File: src/core/ptb_map.svh
`ifndef PTB_MAP_SVH
`define PTB_MAP_SVH

// register byte offsets
`define PTB_OFF_TIMER_CONTROL 8'h00
`define PTB_OFF_PERIOD_LIMIT 8'h04
`define PTB_OFF_TIMER_COUNT 8'h08
`define PTB_OFF_CAPTURE_PWM_CONTROL 8'h0C
`define PTB_OFF_DUTY_WRITE 8'h10
`define PTB_OFF_DUTY_ACTIVE 8'h14
`define PTB_OFF_PWM_AUX_CONTROL 8'h18
`define PTB_OFF_PIN_DIRECTION 8'h1C
`define PTB_OFF_IRQ_STATUS 8'h20
`define PTB_OFF_IRQ_MASK 8'h24

// timer_control fields
`define PTB_TC_RUN 0
`define PTB_TC_PRE_HI 2
`define PTB_TC_PRE_LO 1
`define PTB_TC_POST_HI 6
`define PTB_TC_POST_LO 3
`define PTB_TC_W 7

// capture_pwm_control fields
`define PTB_CC_MODE_HI 3
`define PTB_CC_MODE_LO 2
`define PTB_CC_DLOW_HI 5
`define PTB_CC_DLOW_LO 4
`define PTB_CC_OMODE_HI 7
`define PTB_CC_OMODE_LO 6
`define PTB_CC_PWM_MODE 2'h3

// prescale encodings and prescaler terminal counts
`define PTB_PRE_1 2'h0
`define PTB_PRE_4 2'h1
`define PTB_PRE_MAX_1 4'h0
`define PTB_PRE_MAX_4 4'h3
`define PTB_PRE_MAX_16 4'hF

// four oscillator phases per instruction cycle
`define PTB_PHASE_LAST 2'h3

// interrupt status bit of the timer match flag
`define PTB_IRQ_MATCH 0

// reset values
`define PTB_RST_BYTE 8'h00
`define PTB_RST_PERIOD 8'hFF
`define PTB_RST_DIR 2'h3

`endif

File: src/core/ptb_pkg.sv
package ptb_pkg;

   typedef enum logic [1:0] {
      PTB_OUT_SINGLE = 2'h0,
      PTB_OUT_HALF = 2'h2
   } ptb_outmode_e;

   typedef struct packed {
      logic psel;
      logic penable;
      logic pwrite;
      logic [7:0] paddr;
      logic [31:0] pwdata;
   } ptb_apb_req_s;

   typedef struct packed {
      logic [31:0] prdata;
      logic pready;
      logic pslverr;
   } ptb_apb_rsp_s;

   typedef struct packed {
      logic out_a;
      logic out_b;
      logic oe_a;
      logic oe_b;
   } ptb_pins_s;

endpackage

File: src/core/ptb_pwm_timebase.sv
// The implementer's own choices: the register offsets and register access over APB.
`include "ptb_map.svh"

module ptb_pwm_timebase
   import ptb_pkg::*;
(
   input wire logic pclk,
   input wire logic presetn,
   input wire ptb_apb_req_s apb_req,
   output ptb_apb_rsp_s apb_rsp,
   output ptb_pins_s pins,
   output logic irq
);

   // register bus
   logic [`PTB_TC_W-1:0] tcon_q, tcon_d;
   logic [7:0] period_limit_q, period_limit_d;
   logic [7:0] ctrl_q, ctrl_d;
   logic [7:0] duty_write_q, duty_write_d;
   logic [6:0] deadband_count_q, deadband_count_d;
   logic [1:0] pin_direction_q, pin_direction_d;
   logic [0:0] stat_q, stat_d;
   logic [0:0] mask_q, mask_d;
   ptb_apb_rsp_s rsp_q, rsp_d;
   logic irq_q, irq_d;

   // time base and pwm core
   logic [7:0] timer_count_q, timer_count_d;
   logic [7:0] duty_active_q, duty_active_d;
   logic [1:0] duty_latch_q, duty_latch_d;
   logic [1:0] phase_q, phase_d;
   logic [3:0] pre_q, pre_d;
   logic pwm_q, pwm_d;

   ptb_pins_s pins_q, pins_d;

   logic wr_en;
   logic setup;
   logic timer_run;
   logic pwm_mode;
   logic half_mode;
   logic [1:0] pre_sel;
   logic [3:0] pre_max;
   logic icyc;
   logic inc;
   logic rollover;
   logic [1:0] tb_low;
   logic [9:0] time_base;
   logic [9:0] duty_next;
   logic [1:0] raw;
   logic [1:0] act;
   logic [6:0] db_cnt_q [2];
   logic [6:0] db_cnt_d [2];
   logic duty_match;
   logic pwm_lvl;
   logic [31:0] rd_data;
   logic rd_err;
   logic wr_tcon;
   logic wr_period;
   logic wr_timer;
   logic wr_ctrl;
   logic wr_duty;
   logic wr_active;
   logic wr_aux;
   logic wr_dir;
   logic wr_stat;
   logic wr_mask;

   assign setup = apb_req.psel & ~apb_req.penable;
   assign wr_en = apb_req.psel & apb_req.penable & rsp_q.pready & apb_req.pwrite;
   assign timer_run = tcon_q[`PTB_TC_RUN];
   assign pre_sel = tcon_q[`PTB_TC_PRE_HI:`PTB_TC_PRE_LO];
   assign pwm_mode = (ctrl_q[`PTB_CC_MODE_HI:`PTB_CC_MODE_LO] == `PTB_CC_PWM_MODE);
   assign half_mode = (ctrl_q[`PTB_CC_OMODE_HI:`PTB_CC_OMODE_LO] == PTB_OUT_HALF);

   // one write strobe per register, all qualified by the access cycle
   assign wr_tcon = wr_en & (apb_req.paddr == `PTB_OFF_TIMER_CONTROL);
   assign wr_period = wr_en & (apb_req.paddr == `PTB_OFF_PERIOD_LIMIT);
   assign wr_timer = wr_en & (apb_req.paddr == `PTB_OFF_TIMER_COUNT);
   assign wr_ctrl = wr_en & (apb_req.paddr == `PTB_OFF_CAPTURE_PWM_CONTROL);
   assign wr_duty = wr_en & (apb_req.paddr == `PTB_OFF_DUTY_WRITE);
   assign wr_active = wr_en & (apb_req.paddr == `PTB_OFF_DUTY_ACTIVE) & ~pwm_mode;
   assign wr_aux = wr_en & (apb_req.paddr == `PTB_OFF_PWM_AUX_CONTROL);
   assign wr_dir = wr_en & (apb_req.paddr == `PTB_OFF_PIN_DIRECTION);
   assign wr_stat = wr_en & (apb_req.paddr == `PTB_OFF_IRQ_STATUS);
   assign wr_mask = wr_en & (apb_req.paddr == `PTB_OFF_IRQ_MASK);

   // prescaler counts instruction cycles; the postscale bits are never read here
   always_comb begin
      unique case (pre_sel)
         `PTB_PRE_1: pre_max = `PTB_PRE_MAX_1;
         `PTB_PRE_4: pre_max = `PTB_PRE_MAX_4;
         default: pre_max = `PTB_PRE_MAX_16;
      endcase
   end

   // one timer increment per 4 clocks x prescale
   assign icyc = (phase_q == `PTB_PHASE_LAST);
   assign inc = timer_run & icyc & (pre_q == pre_max);
   assign rollover = inc & (timer_count_q == period_limit_q);

   // low time-base bits: clock phase at 1:1, prescaler bits otherwise
   always_comb begin
      if (pre_sel == `PTB_PRE_1) begin
         tb_low = phase_q;
      end else if (pre_sel == `PTB_PRE_4) begin
         tb_low = pre_q[1:0];
      end else begin
         tb_low = pre_q[3:2];
      end
   end
   assign time_base = {timer_count_q, tb_low};

   // duty value assembled from write register and control bits 5:4
   assign duty_next = {duty_write_q, ctrl_q[`PTB_CC_DLOW_HI:`PTB_CC_DLOW_LO]};

   // the match masks the level in its own cycle; a registered clear alone stretches each pulse by a clock
   assign duty_match = (time_base == {duty_active_q, duty_latch_q});
   assign pwm_lvl = pwm_q & ~duty_match;

   // read mux; the word is taken in the setup cycle and stands with pready
   always_comb begin
      rd_data = '0;
      rd_err = 1'b0;
      unique case (apb_req.paddr)
         `PTB_OFF_TIMER_CONTROL: rd_data = {25'h0000000, tcon_q};
         `PTB_OFF_PERIOD_LIMIT: rd_data = {24'h000000, period_limit_q};
         `PTB_OFF_TIMER_COUNT: rd_data = {24'h000000, timer_count_q};
         `PTB_OFF_CAPTURE_PWM_CONTROL: rd_data = {24'h000000, ctrl_q};
         `PTB_OFF_DUTY_WRITE: rd_data = {24'h000000, duty_write_q};
         `PTB_OFF_DUTY_ACTIVE: rd_data = {24'h000000, duty_active_q};
         `PTB_OFF_PWM_AUX_CONTROL: rd_data = {25'h0000000, deadband_count_q};
         `PTB_OFF_PIN_DIRECTION: rd_data = {30'h00000000, pin_direction_q};
         `PTB_OFF_IRQ_STATUS: rd_data = {31'h00000000, stat_q};
         `PTB_OFF_IRQ_MASK: rd_data = {31'h00000000, mask_q};
         default: rd_err = 1'b1;
      endcase
   end

   // answer one cycle after setup, so the access phase sees pready at once
   always_comb begin
      rsp_d = '0;
      if (setup) begin
         rsp_d.pready = 1'b1;
         rsp_d.prdata = rd_data;
         rsp_d.pslverr = rd_err;
      end
   end

   always_ff @(posedge pclk or negedge presetn) begin
      if (!presetn) begin
         rsp_q <= '0;
      end else begin
         rsp_q <= rsp_d;
      end
   end

   // configuration registers; writes land at the access edge, at any time
   always_comb begin
      tcon_d = tcon_q;
      period_limit_d = period_limit_q;
      ctrl_d = ctrl_q;
      duty_write_d = duty_write_q;
      deadband_count_d = deadband_count_q;
      pin_direction_d = pin_direction_q;
      if (wr_tcon) begin
         tcon_d = apb_req.pwdata[`PTB_TC_W-1:0];
      end
      if (wr_period) begin
         period_limit_d = apb_req.pwdata[7:0];
      end
      if (wr_ctrl) begin
         ctrl_d = apb_req.pwdata[7:0];
      end
      if (wr_duty) begin
         duty_write_d = apb_req.pwdata[7:0];
      end
      if (wr_aux) begin
         deadband_count_d = apb_req.pwdata[6:0];
      end
      if (wr_dir) begin
         pin_direction_d = apb_req.pwdata[1:0];
      end
   end

   always_ff @(posedge pclk or negedge presetn) begin
      if (!presetn) begin
         tcon_q <= '0;
         period_limit_q <= `PTB_RST_PERIOD;
         ctrl_q <= `PTB_RST_BYTE;
         duty_write_q <= `PTB_RST_BYTE;
         deadband_count_q <= '0;
         pin_direction_q <= `PTB_RST_DIR;
      end else begin
         tcon_q <= tcon_d;
         period_limit_q <= period_limit_d;
         ctrl_q <= ctrl_d;
         duty_write_q <= duty_write_d;
         deadband_count_q <= deadband_count_d;
         pin_direction_q <= pin_direction_d;
      end
   end

   // set beats the write-one clear in the same cycle
   always_comb begin
      stat_d = stat_q;
      mask_d = mask_q;
      if (wr_stat) begin
         stat_d = stat_q & ~apb_req.pwdata[0:0];
      end
      if (wr_mask) begin
         mask_d = apb_req.pwdata[0:0];
      end
      if (rollover) begin
         stat_d[`PTB_IRQ_MATCH] = 1'b1;
      end
      irq_d = |(stat_d & mask_d);
   end

   always_ff @(posedge pclk or negedge presetn) begin
      if (!presetn) begin
         stat_q <= '0;
         mask_q <= '0;
         irq_q <= 1'b0;
      end else begin
         stat_q <= stat_d;
         mask_q <= mask_d;
         irq_q <= irq_d;
      end
   end

   // clock phase and prescaler; a timer write restarts the prescaler with it
   always_comb begin
      phase_d = phase_q + 2'h1;
      pre_d = pre_q;
      if (!timer_run) begin
         pre_d = '0;
      end else if (icyc) begin
         pre_d = (pre_q == pre_max) ? 4'h0 : pre_q + 4'h1;
      end
      if (wr_timer) begin
         pre_d = '0;
      end
   end

   always_ff @(posedge pclk or negedge presetn) begin
      if (!presetn) begin
         phase_q <= '0;
         pre_q <= '0;
      end else begin
         phase_q <= phase_d;
         pre_q <= pre_d;
      end
   end

   // timer count
   always_comb begin
      timer_count_d = timer_count_q;
      if (rollover) begin
         timer_count_d = '0;
      end else if (inc) begin
         timer_count_d = timer_count_q + 8'h01;
      end
      // software may move the timer at any time
      if (wr_timer) begin
         timer_count_d = apb_req.pwdata[7:0];
      end
   end

   always_ff @(posedge pclk or negedge presetn) begin
      if (!presetn) begin
         timer_count_q <= '0;
      end else begin
         timer_count_q <= timer_count_d;
      end
   end

   // duty buffer and pwm level
   always_comb begin
      duty_active_d = duty_active_q;
      duty_latch_d = duty_latch_q;
      pwm_d = pwm_q;
      if (rollover) begin
         duty_active_d = duty_next[9:2];
         duty_latch_d = duty_next[1:0];
      end
      // direct load only outside pwm mode
      if (wr_active) begin
         duty_active_d = apb_req.pwdata[7:0];
      end
      if (!pwm_mode) begin
         pwm_d = 1'b0;
      end else if (rollover) begin
         pwm_d = (duty_next != 10'h000);
      end else if (duty_match) begin
         pwm_d = 1'b0;
      end
   end

   always_ff @(posedge pclk or negedge presetn) begin
      if (!presetn) begin
         duty_active_q <= `PTB_RST_BYTE;
         duty_latch_q <= '0;
         pwm_q <= 1'b0;
      end else begin
         duty_active_q <= duty_active_d;
         duty_latch_q <= duty_latch_d;
         pwm_q <= pwm_d;
      end
   end

   // dead band: in half mode an output turns active only after its level has been asked for
   // deadband_count instruction cycles; a shorter interval never reaches it
   assign raw[0] = pwm_lvl;
   assign raw[1] = pwm_mode & ~pwm_lvl;

   for (genvar i = 0; i < 2; i++) begin : g_db
      always_comb begin
         db_cnt_d[i] = db_cnt_q[i];
         act[i] = 1'b0;
         if (!raw[i]) begin
            db_cnt_d[i] = '0;
         end else if (db_cnt_q[i] == deadband_count_q) begin
            act[i] = 1'b1;
         end else if (icyc) begin
            db_cnt_d[i] = db_cnt_q[i] + 7'h01;
         end
      end

      always_ff @(posedge pclk or negedge presetn) begin
         if (!presetn) begin
            db_cnt_q[i] <= '0;
         end else begin
            db_cnt_q[i] <= db_cnt_d[i];
         end
      end
   end

   // pins: direction bit set means tristated, as after reset
   always_comb begin
      pins_d.out_a = half_mode ? act[0] : pwm_lvl;
      pins_d.out_b = half_mode & act[1];
      pins_d.oe_a = pwm_mode & ~pin_direction_q[0];
      pins_d.oe_b = pwm_mode & half_mode & ~pin_direction_q[1];
   end

   always_ff @(posedge pclk or negedge presetn) begin
      if (!presetn) begin
         pins_q <= '0;
      end else begin
         pins_q <= pins_d;
      end
   end

   assign apb_rsp = rsp_q;
   assign pins = pins_q;
   assign irq = irq_q;

endmodule // ptb_pwm_timebase

File: config.mk
export PLATFORM = sky130hd
export DESIGN_NAME = ptb_pwm_timebase
export DESIGN_NICKNAME = d
export VERILOG_FILES = /design/src/core/ptb_pkg.sv /design/src/core/ptb_pwm_timebase.sv
export VERILOG_INCLUDE_DIRS = /design/src /design/src/core
export SDC_FILE = /design/constraint.sdc
export NUM_CORES = 1
export LEC_CHECK = 0
export ABC_AREA = 1
export BUFFER_PORTS_ARGS = -buffer_cell sky130_fd_sc_hd__buf_4
export CAP_MARGIN = 40
export CORE_ASPECT_RATIO = 0.5
export CORE_MARGIN = 1.5
export CORE_UTILIZATION = 40
export CTS_CLUSTER_DIAMETER = 200
export DETAILED_ROUTE_END_ITERATION = 7
export GPL_ROUTABILITY_DRIVEN = 0
export PLACE_DENSITY = 0.62
export SYNTH_ARGS = -nofsm -noshare
export SYNTH_HDL_FRONTEND = slang
export SYNTH_SLANG_ARGS = --single-unit
export TNS_END_PERCENT = 1
File: constraint.sdc
create_clock -name pclk -period 4 [get_ports pclk]
set_clock_uncertainty 0.1 [all_clocks]
set_input_delay 0.4 -clock pclk [delete_from_list [all_inputs] [get_ports pclk]]
set_output_delay 0.4 -clock pclk [all_outputs]
set_load 0.01 [all_outputs]
* Word-level counts from Yosys, hierarchy flattened
Cells that the tools add are included.
** Word-level totals
- Register bits :: 120
- Input port bits :: 45
- Word-level logic and storage cells :: 126
** Cells by class
- Add/sub/neg operators :: 5
- Eq/ne operators :: 24
- Mux-type cells :: 32
- Bitwise operators :: 33
- Reduce and logical (&&, ||, !) cells :: 8
** Operator list (number)
- one-hot mux 8 bit (10 select lines) :: 1
- two-way mux 7 bit :: 6
- two-way mux 8 bit :: 5
- two-way mux 34 bit :: 1
- equality test 8 x 5 -> 1 bit (second input constant) :: 4
- bitwise AND 1 bit :: 26
- equality test 8 x 4 -> 1 bit (second input constant) :: 2
- equality test 8 x 6 -> 1 bit (second input constant) :: 2
- two-way mux 4 bit :: 4
- adder 7 x 1 -> 7 bit (second input constant) :: 2
- equality test 7 bit :: 2
- two-way mux 1 bit :: 12
- equality test 10 bit :: 1
- nonzero test 10 bit :: 1
- OR reduction 10 bit :: 1
- adder 8 x 1 -> 8 bit (second input constant) :: 1
- equality test 8 x 3 -> 1 bit (second input constant) :: 1
- equality test 8 bit :: 1
- logical NOT 8 bit :: 1
- != test 2 bit (second input constant) :: 4
- one-hot mux 4 bit (2 select lines) :: 1
- NOT 1 bit :: 7
- equality test 2 bit (second input constant) :: 3
- != test 3 x 1 -> 1 bit (second input constant) :: 2
- other kinds (9) :: 11

* Depth between registers and ports, before layout
- Depth after elaboration :: 10
- Gate-level depth with buffers :: 12
- Depth with buffers taken out :: 11

* Worst setup path after synthesis
No wires, ideal clock.
- Path type :: register to register
- Start point :: register period_limit_q[7]
- End point :: register duty_active_q[6]
- Data arrival time :: 1410 ps
- Required time :: 3777 ps
- Slack :: 2366 ps
- Stages on the path, launching flop included :: 10
- Buffers on the path :: 1
- Period minus slack after synthesis :: 1634 ps
- Cell sequence :: dfstp_2 xnor2_1 nand2_1 nor2_1 nand2_2 nor2_4 nor2_4 buf_6 nand2_1 o21ai_2
** On the way
- Longest elaborated chain between the ends :: 3
** Ends and longest elaborated chain
- start: declaration :: line ptb_pwm_timebase.sv:17 : logic [7:0] period_limit_q, period_limit_d;
- start signal: assignment :: line ptb_pwm_timebase.sv:189 : period_limit_q <= `PTB_RST_PERIOD;
- start signal: assignment :: line ptb_pwm_timebase.sv:196 : period_limit_q <= period_limit_d;
- equality test 8 bit :: line ptb_pwm_timebase.sv:100 : assign rollover = inc & (timer_count_q == period_limit_q);
- bitwise AND 1 bit :: line ptb_pwm_timebase.sv:100
- nonzero test 2 bit (no source line)
- end signal: assignment :: line ptb_pwm_timebase.sv:302 : duty_active_q <= `PTB_RST_BYTE;
- end signal: assignment :: line ptb_pwm_timebase.sv:306 : duty_active_q <= duty_active_d;
- end: declaration :: line ptb_pwm_timebase.sv:29 : logic [7:0] duty_active_q, duty_active_d;
No other way between the ends.
A chain may end at the register's enable or synchronous reset.

* Worst setup path in the final report
- Start point :: register tcon_q[2]
- End point :: register pwm_q
** On the way
- Longest elaborated chain between the ends :: 7
- Elaborated cells between the ends (all ways) :: 12
- Those cells by class :: eq/ne (4); mux (5); bitwise (2); reduce/logical (1)
** Ends and longest elaborated chain
- start: declaration :: line ptb_pwm_timebase.sv:16 : logic [`PTB_TC_W-1:0] tcon_q, tcon_d;
- start signal: assignment :: line ptb_pwm_timebase.sv:195 : tcon_q <= tcon_d;
- equality test 2 x 1 -> 1 bit or logical NOT 2 bit (tied branches) :: line ptb_pwm_timebase.sv:90 : unique case (pre_sel)
- one-hot mux 4 bit (2 select lines) :: line ptb_pwm_timebase.sv:90
- equality test 4 bit :: line ptb_pwm_timebase.sv:99 : assign inc = timer_run & icyc & (pre_q == pre_max);
- bitwise AND 1 bit :: line ptb_pwm_timebase.sv:99
- bitwise AND 1 bit :: line ptb_pwm_timebase.sv:100
- two-way mux 1 bit :: line ptb_pwm_timebase.sv:293 : end else if (rollover) begin
- two-way mux 1 bit :: line ptb_pwm_timebase.sv:291 : if (!pwm_mode) begin
- end signal: assignment :: line ptb_pwm_timebase.sv:308 : pwm_q <= pwm_d;
- end: declaration :: line ptb_pwm_timebase.sv:33 : logic pwm_q, pwm_d;
Several ways; a longest one is shown, not always the timed one.

==> reports/qor.csv <==
metric,value,unit
rows,29,
p_seq_frac,0.509,
netlist.area_leader.share,0.392,
crit_path_end_kind,flop,
fin_cells,924,
htreeDepth,3,
numClockSinks,96,
hold_end,apb_rsp[1],
root_buffer,clkbuf_16,
finalSetupViolCount,0,
yosys-mux-area-fraction,0,
crit_path_top_delay_cell,dfrtp_1,
grtUsageMet1,0.307,
grtUsageMet3,0.0378,
min_path_cells,2,
use_met2,0.303,
rsz0062_at_grt,no,
core-area,13000,um^2
worstPathArrival,2110,ps
ant_nets,0,
cts_tree,built,
synthTopCellsByArea,"dfrtp_1 39%, nand2_1 15%, o21ai_0 5.8%, inv_1 5.5%, dfstp_2 4.8%",
synth_area_leader_cell,dfrtp_1,
power.switching,0.000439,W
reg2reg_slack,2020,ps
n_antenna_cell,0,
maxCapViolations,0,
drt_wl_total,13.7,mm
yosys.area_share.simple,0.279,
insertion_delay,340,ps
crit_required,4130,ps
p_comb_frac,0.048,
cellLeakagePower,2.93,nW
power_switching_share,0.229,
fillCellCount,1297,
die_x,169,um
drt-initial-drc-count,319,
timing.final.crit_period,1980,ps
post-cts-setup-buffers,0,
crit_path_cell_trace,"nor2_2, nand3_1, o21ai_1, nand2_1, nor2_4, nand3_1, nand4_1, nand2_1",
viasPerCell,5.04,
antenna_found_initial,0,
ys.flop_type,dfrtp_1,
ys_ff_latch,96,
drtPass1Iterations,5,
yosysMostFrequentCell,nand2_1,
finalCritPeriodShare,0.494,
synthAdderAreaFrac,0.0114,
syn-cell-area,5490,um^2
cp-start-kind,flop,
whs,153,ps
hp-start,apb_req[41],
track_usage,0.205,
grt_pass1_wl,22.7,mm
reg2reg_to,pwm_q,
power.share.clock,0.443,
wire_per_inst,14.8,um
final_util,0.471,
vias,4657,
placed_cells,907,
synth-compound-area-share,0.124,
r2r_start,tcon_q[2],
ios,84,
ys_seq_area_frac,0.440,
grt_max_degree,51,
synth_edf_count,0,
grt_busiest_layer,met1,
tns,0,ps
syn2layout_area_growth,11.9,%
drv_slew,0,
io_buffers,35,
async_flop_share,1.00,
synth_top_family_by_area,simple AND/OR/NAND/NOR gates,
clock.fmax,506,MHz
final_layout_size_suffix_gt1_frac,0.134,
status,finished clean,
worst_hold_path_type,input pin to flop,
hold_violations,0,
syn_area_per_cell,7.74,um^2
ir_worst_vdd,0.168,mV
netlist_instances,709,
synth_xor_area_frac,0.0397,
start_util,0.421,
critPathKind,flop to flop,
p_per_area,313,nW/um^2
fin_nets,799,
r2r_cells,8,
slowest_delay,440,ps
clk_transition_reported_paths,70,ps
overflow,0,
total_power,0.00192,W
synth_cell_types,43,
drc_errors,0,
die_h,85.8,um
die_area,14500,um^2
grt_pass1_vias,4278,
p_int,0.00148,W
cts_buffers,9,
dp_hpwl,10.5,mm
clk_path_buf_depth,2,
ys_warn_count,0,
critPathMaxFanout,5,
synth_common_cells,"214 x nand2_1, 86 x dfrtp_1, 80 x inv_1",
## power groups by stage
stage / clock network [W] / registers (W) / logic (W)
2_1_floorplan: 0 / 0.000996 / 0.0000537
3_3_place_gp: 0 / 0.000996 / 0.0000888
3_5_place_dp: 0 / 0.000996 / 0.0000925
4_1_cts: 0.000869 / 0.000978 / 0.0000937
5_1_grt: 0.000915 / 0.000978 / 0.000105
6_report: 0.000852 / 0.000978 / 0.0000923
## state kept, by name, summed over array words and instances (netlist names)
signal	flops
irq	1
duty_latch_q	2
ctrl_q	8
stat_q	1
period_limit_q	8
mask_q	1
pin_direction_q	2
pwm_q	1
phase_q	2
timer_count_q	8
db_cnt_q	14
pins	4
apb_rsp	10
deadband_count_q	7
tcon_q	7
pre_q	4
duty_active_q	8
duty_write_q	8
## final cells by class
class	instances	area, um^2	share of cell area
clock buffers	10	229	0.0373
flip-flops and latches	96	2410	0.393
clock inverters	6	60.1	0.00978
multi-input cells	515	2580	0.420
well taps	170	213	0.0347
inverters	89	334	0.0544
repair buffers	38	308	0.0501
## worst max-delay path by stage
stage,from,endpoint,slack (ps),depth (start not counted)
finish,tcon_q[2],pwm_q,2020,8
global route,tcon_q[1],pwm_q,1840,9
CTS,tcon_q[2],pwm_q,2040,8
detailed placement,apb_req[36],tcon_q[2],2040,8
global placement,apb_req[39],apb_rsp[5],2030,8
floorplan,period_limit_q[7],duty_active_q[6],2370,9
## kinds of logic (layout without fill, tap and decap cells)
group,Yosys count,in the layout
xor gates and xnor gates,24,24
adders and majority gates,5,5
DFF,96,96
buffers and inverters,121,143
other,1,24
AOI/OAI and AO/OA,121,121
and+or+nand+nor,341,341
## metrics by stage
stage	setup WS, ps	cell area, um^2
finish	2020	6140
global route	1840	6140
CTS	2040	6140
detailed placement	2040	5840
global placement	2030	5810
floorplan	2370	5570
## timing repair
| action | CTS | global route |
|---|---|---|
| gates resized for setup | 0 | 0 |
| hold buffers | 1 | 0 |
| hold endpoints to repair | 32 | 0 |
## critical path: cells and delay by family (launching register included)
kind	cells	cell delay [ps]
AOI/OAI and AO/OA	1	130
DFF	1	440
and+or+nand+nor	7	1170
## routing by layer
layer | part of all wire | wire, um
met1 | 0.50 | 6840
met2 | 0.42 | 5780
met5 | 0 | 0
met3 | 0.066 | 898
met4 | 0.011 | 152
## cell usage in the layout, fill, tap and decap left out, types with 4 or more instances in the layout
master       n
nand4_1     15
o21ai_0     64
nor2_2       6
ha_1         5
inv_2        9
conb_1      24
o211ai_1     5
nand3_1     30
xnor2_1     10
buf_4       36
nor3_1       4
o22ai_1     15
clkbuf_16    9
dfrtp_1     86
nor2_4       5
a21oi_1     15
o21ai_1      9
nor2_1      50
xor2_1      13
inv_1       80
dfstp_2     10
nand2_1    214
nand2_2      6
Power figures use the tool's default switching activity.
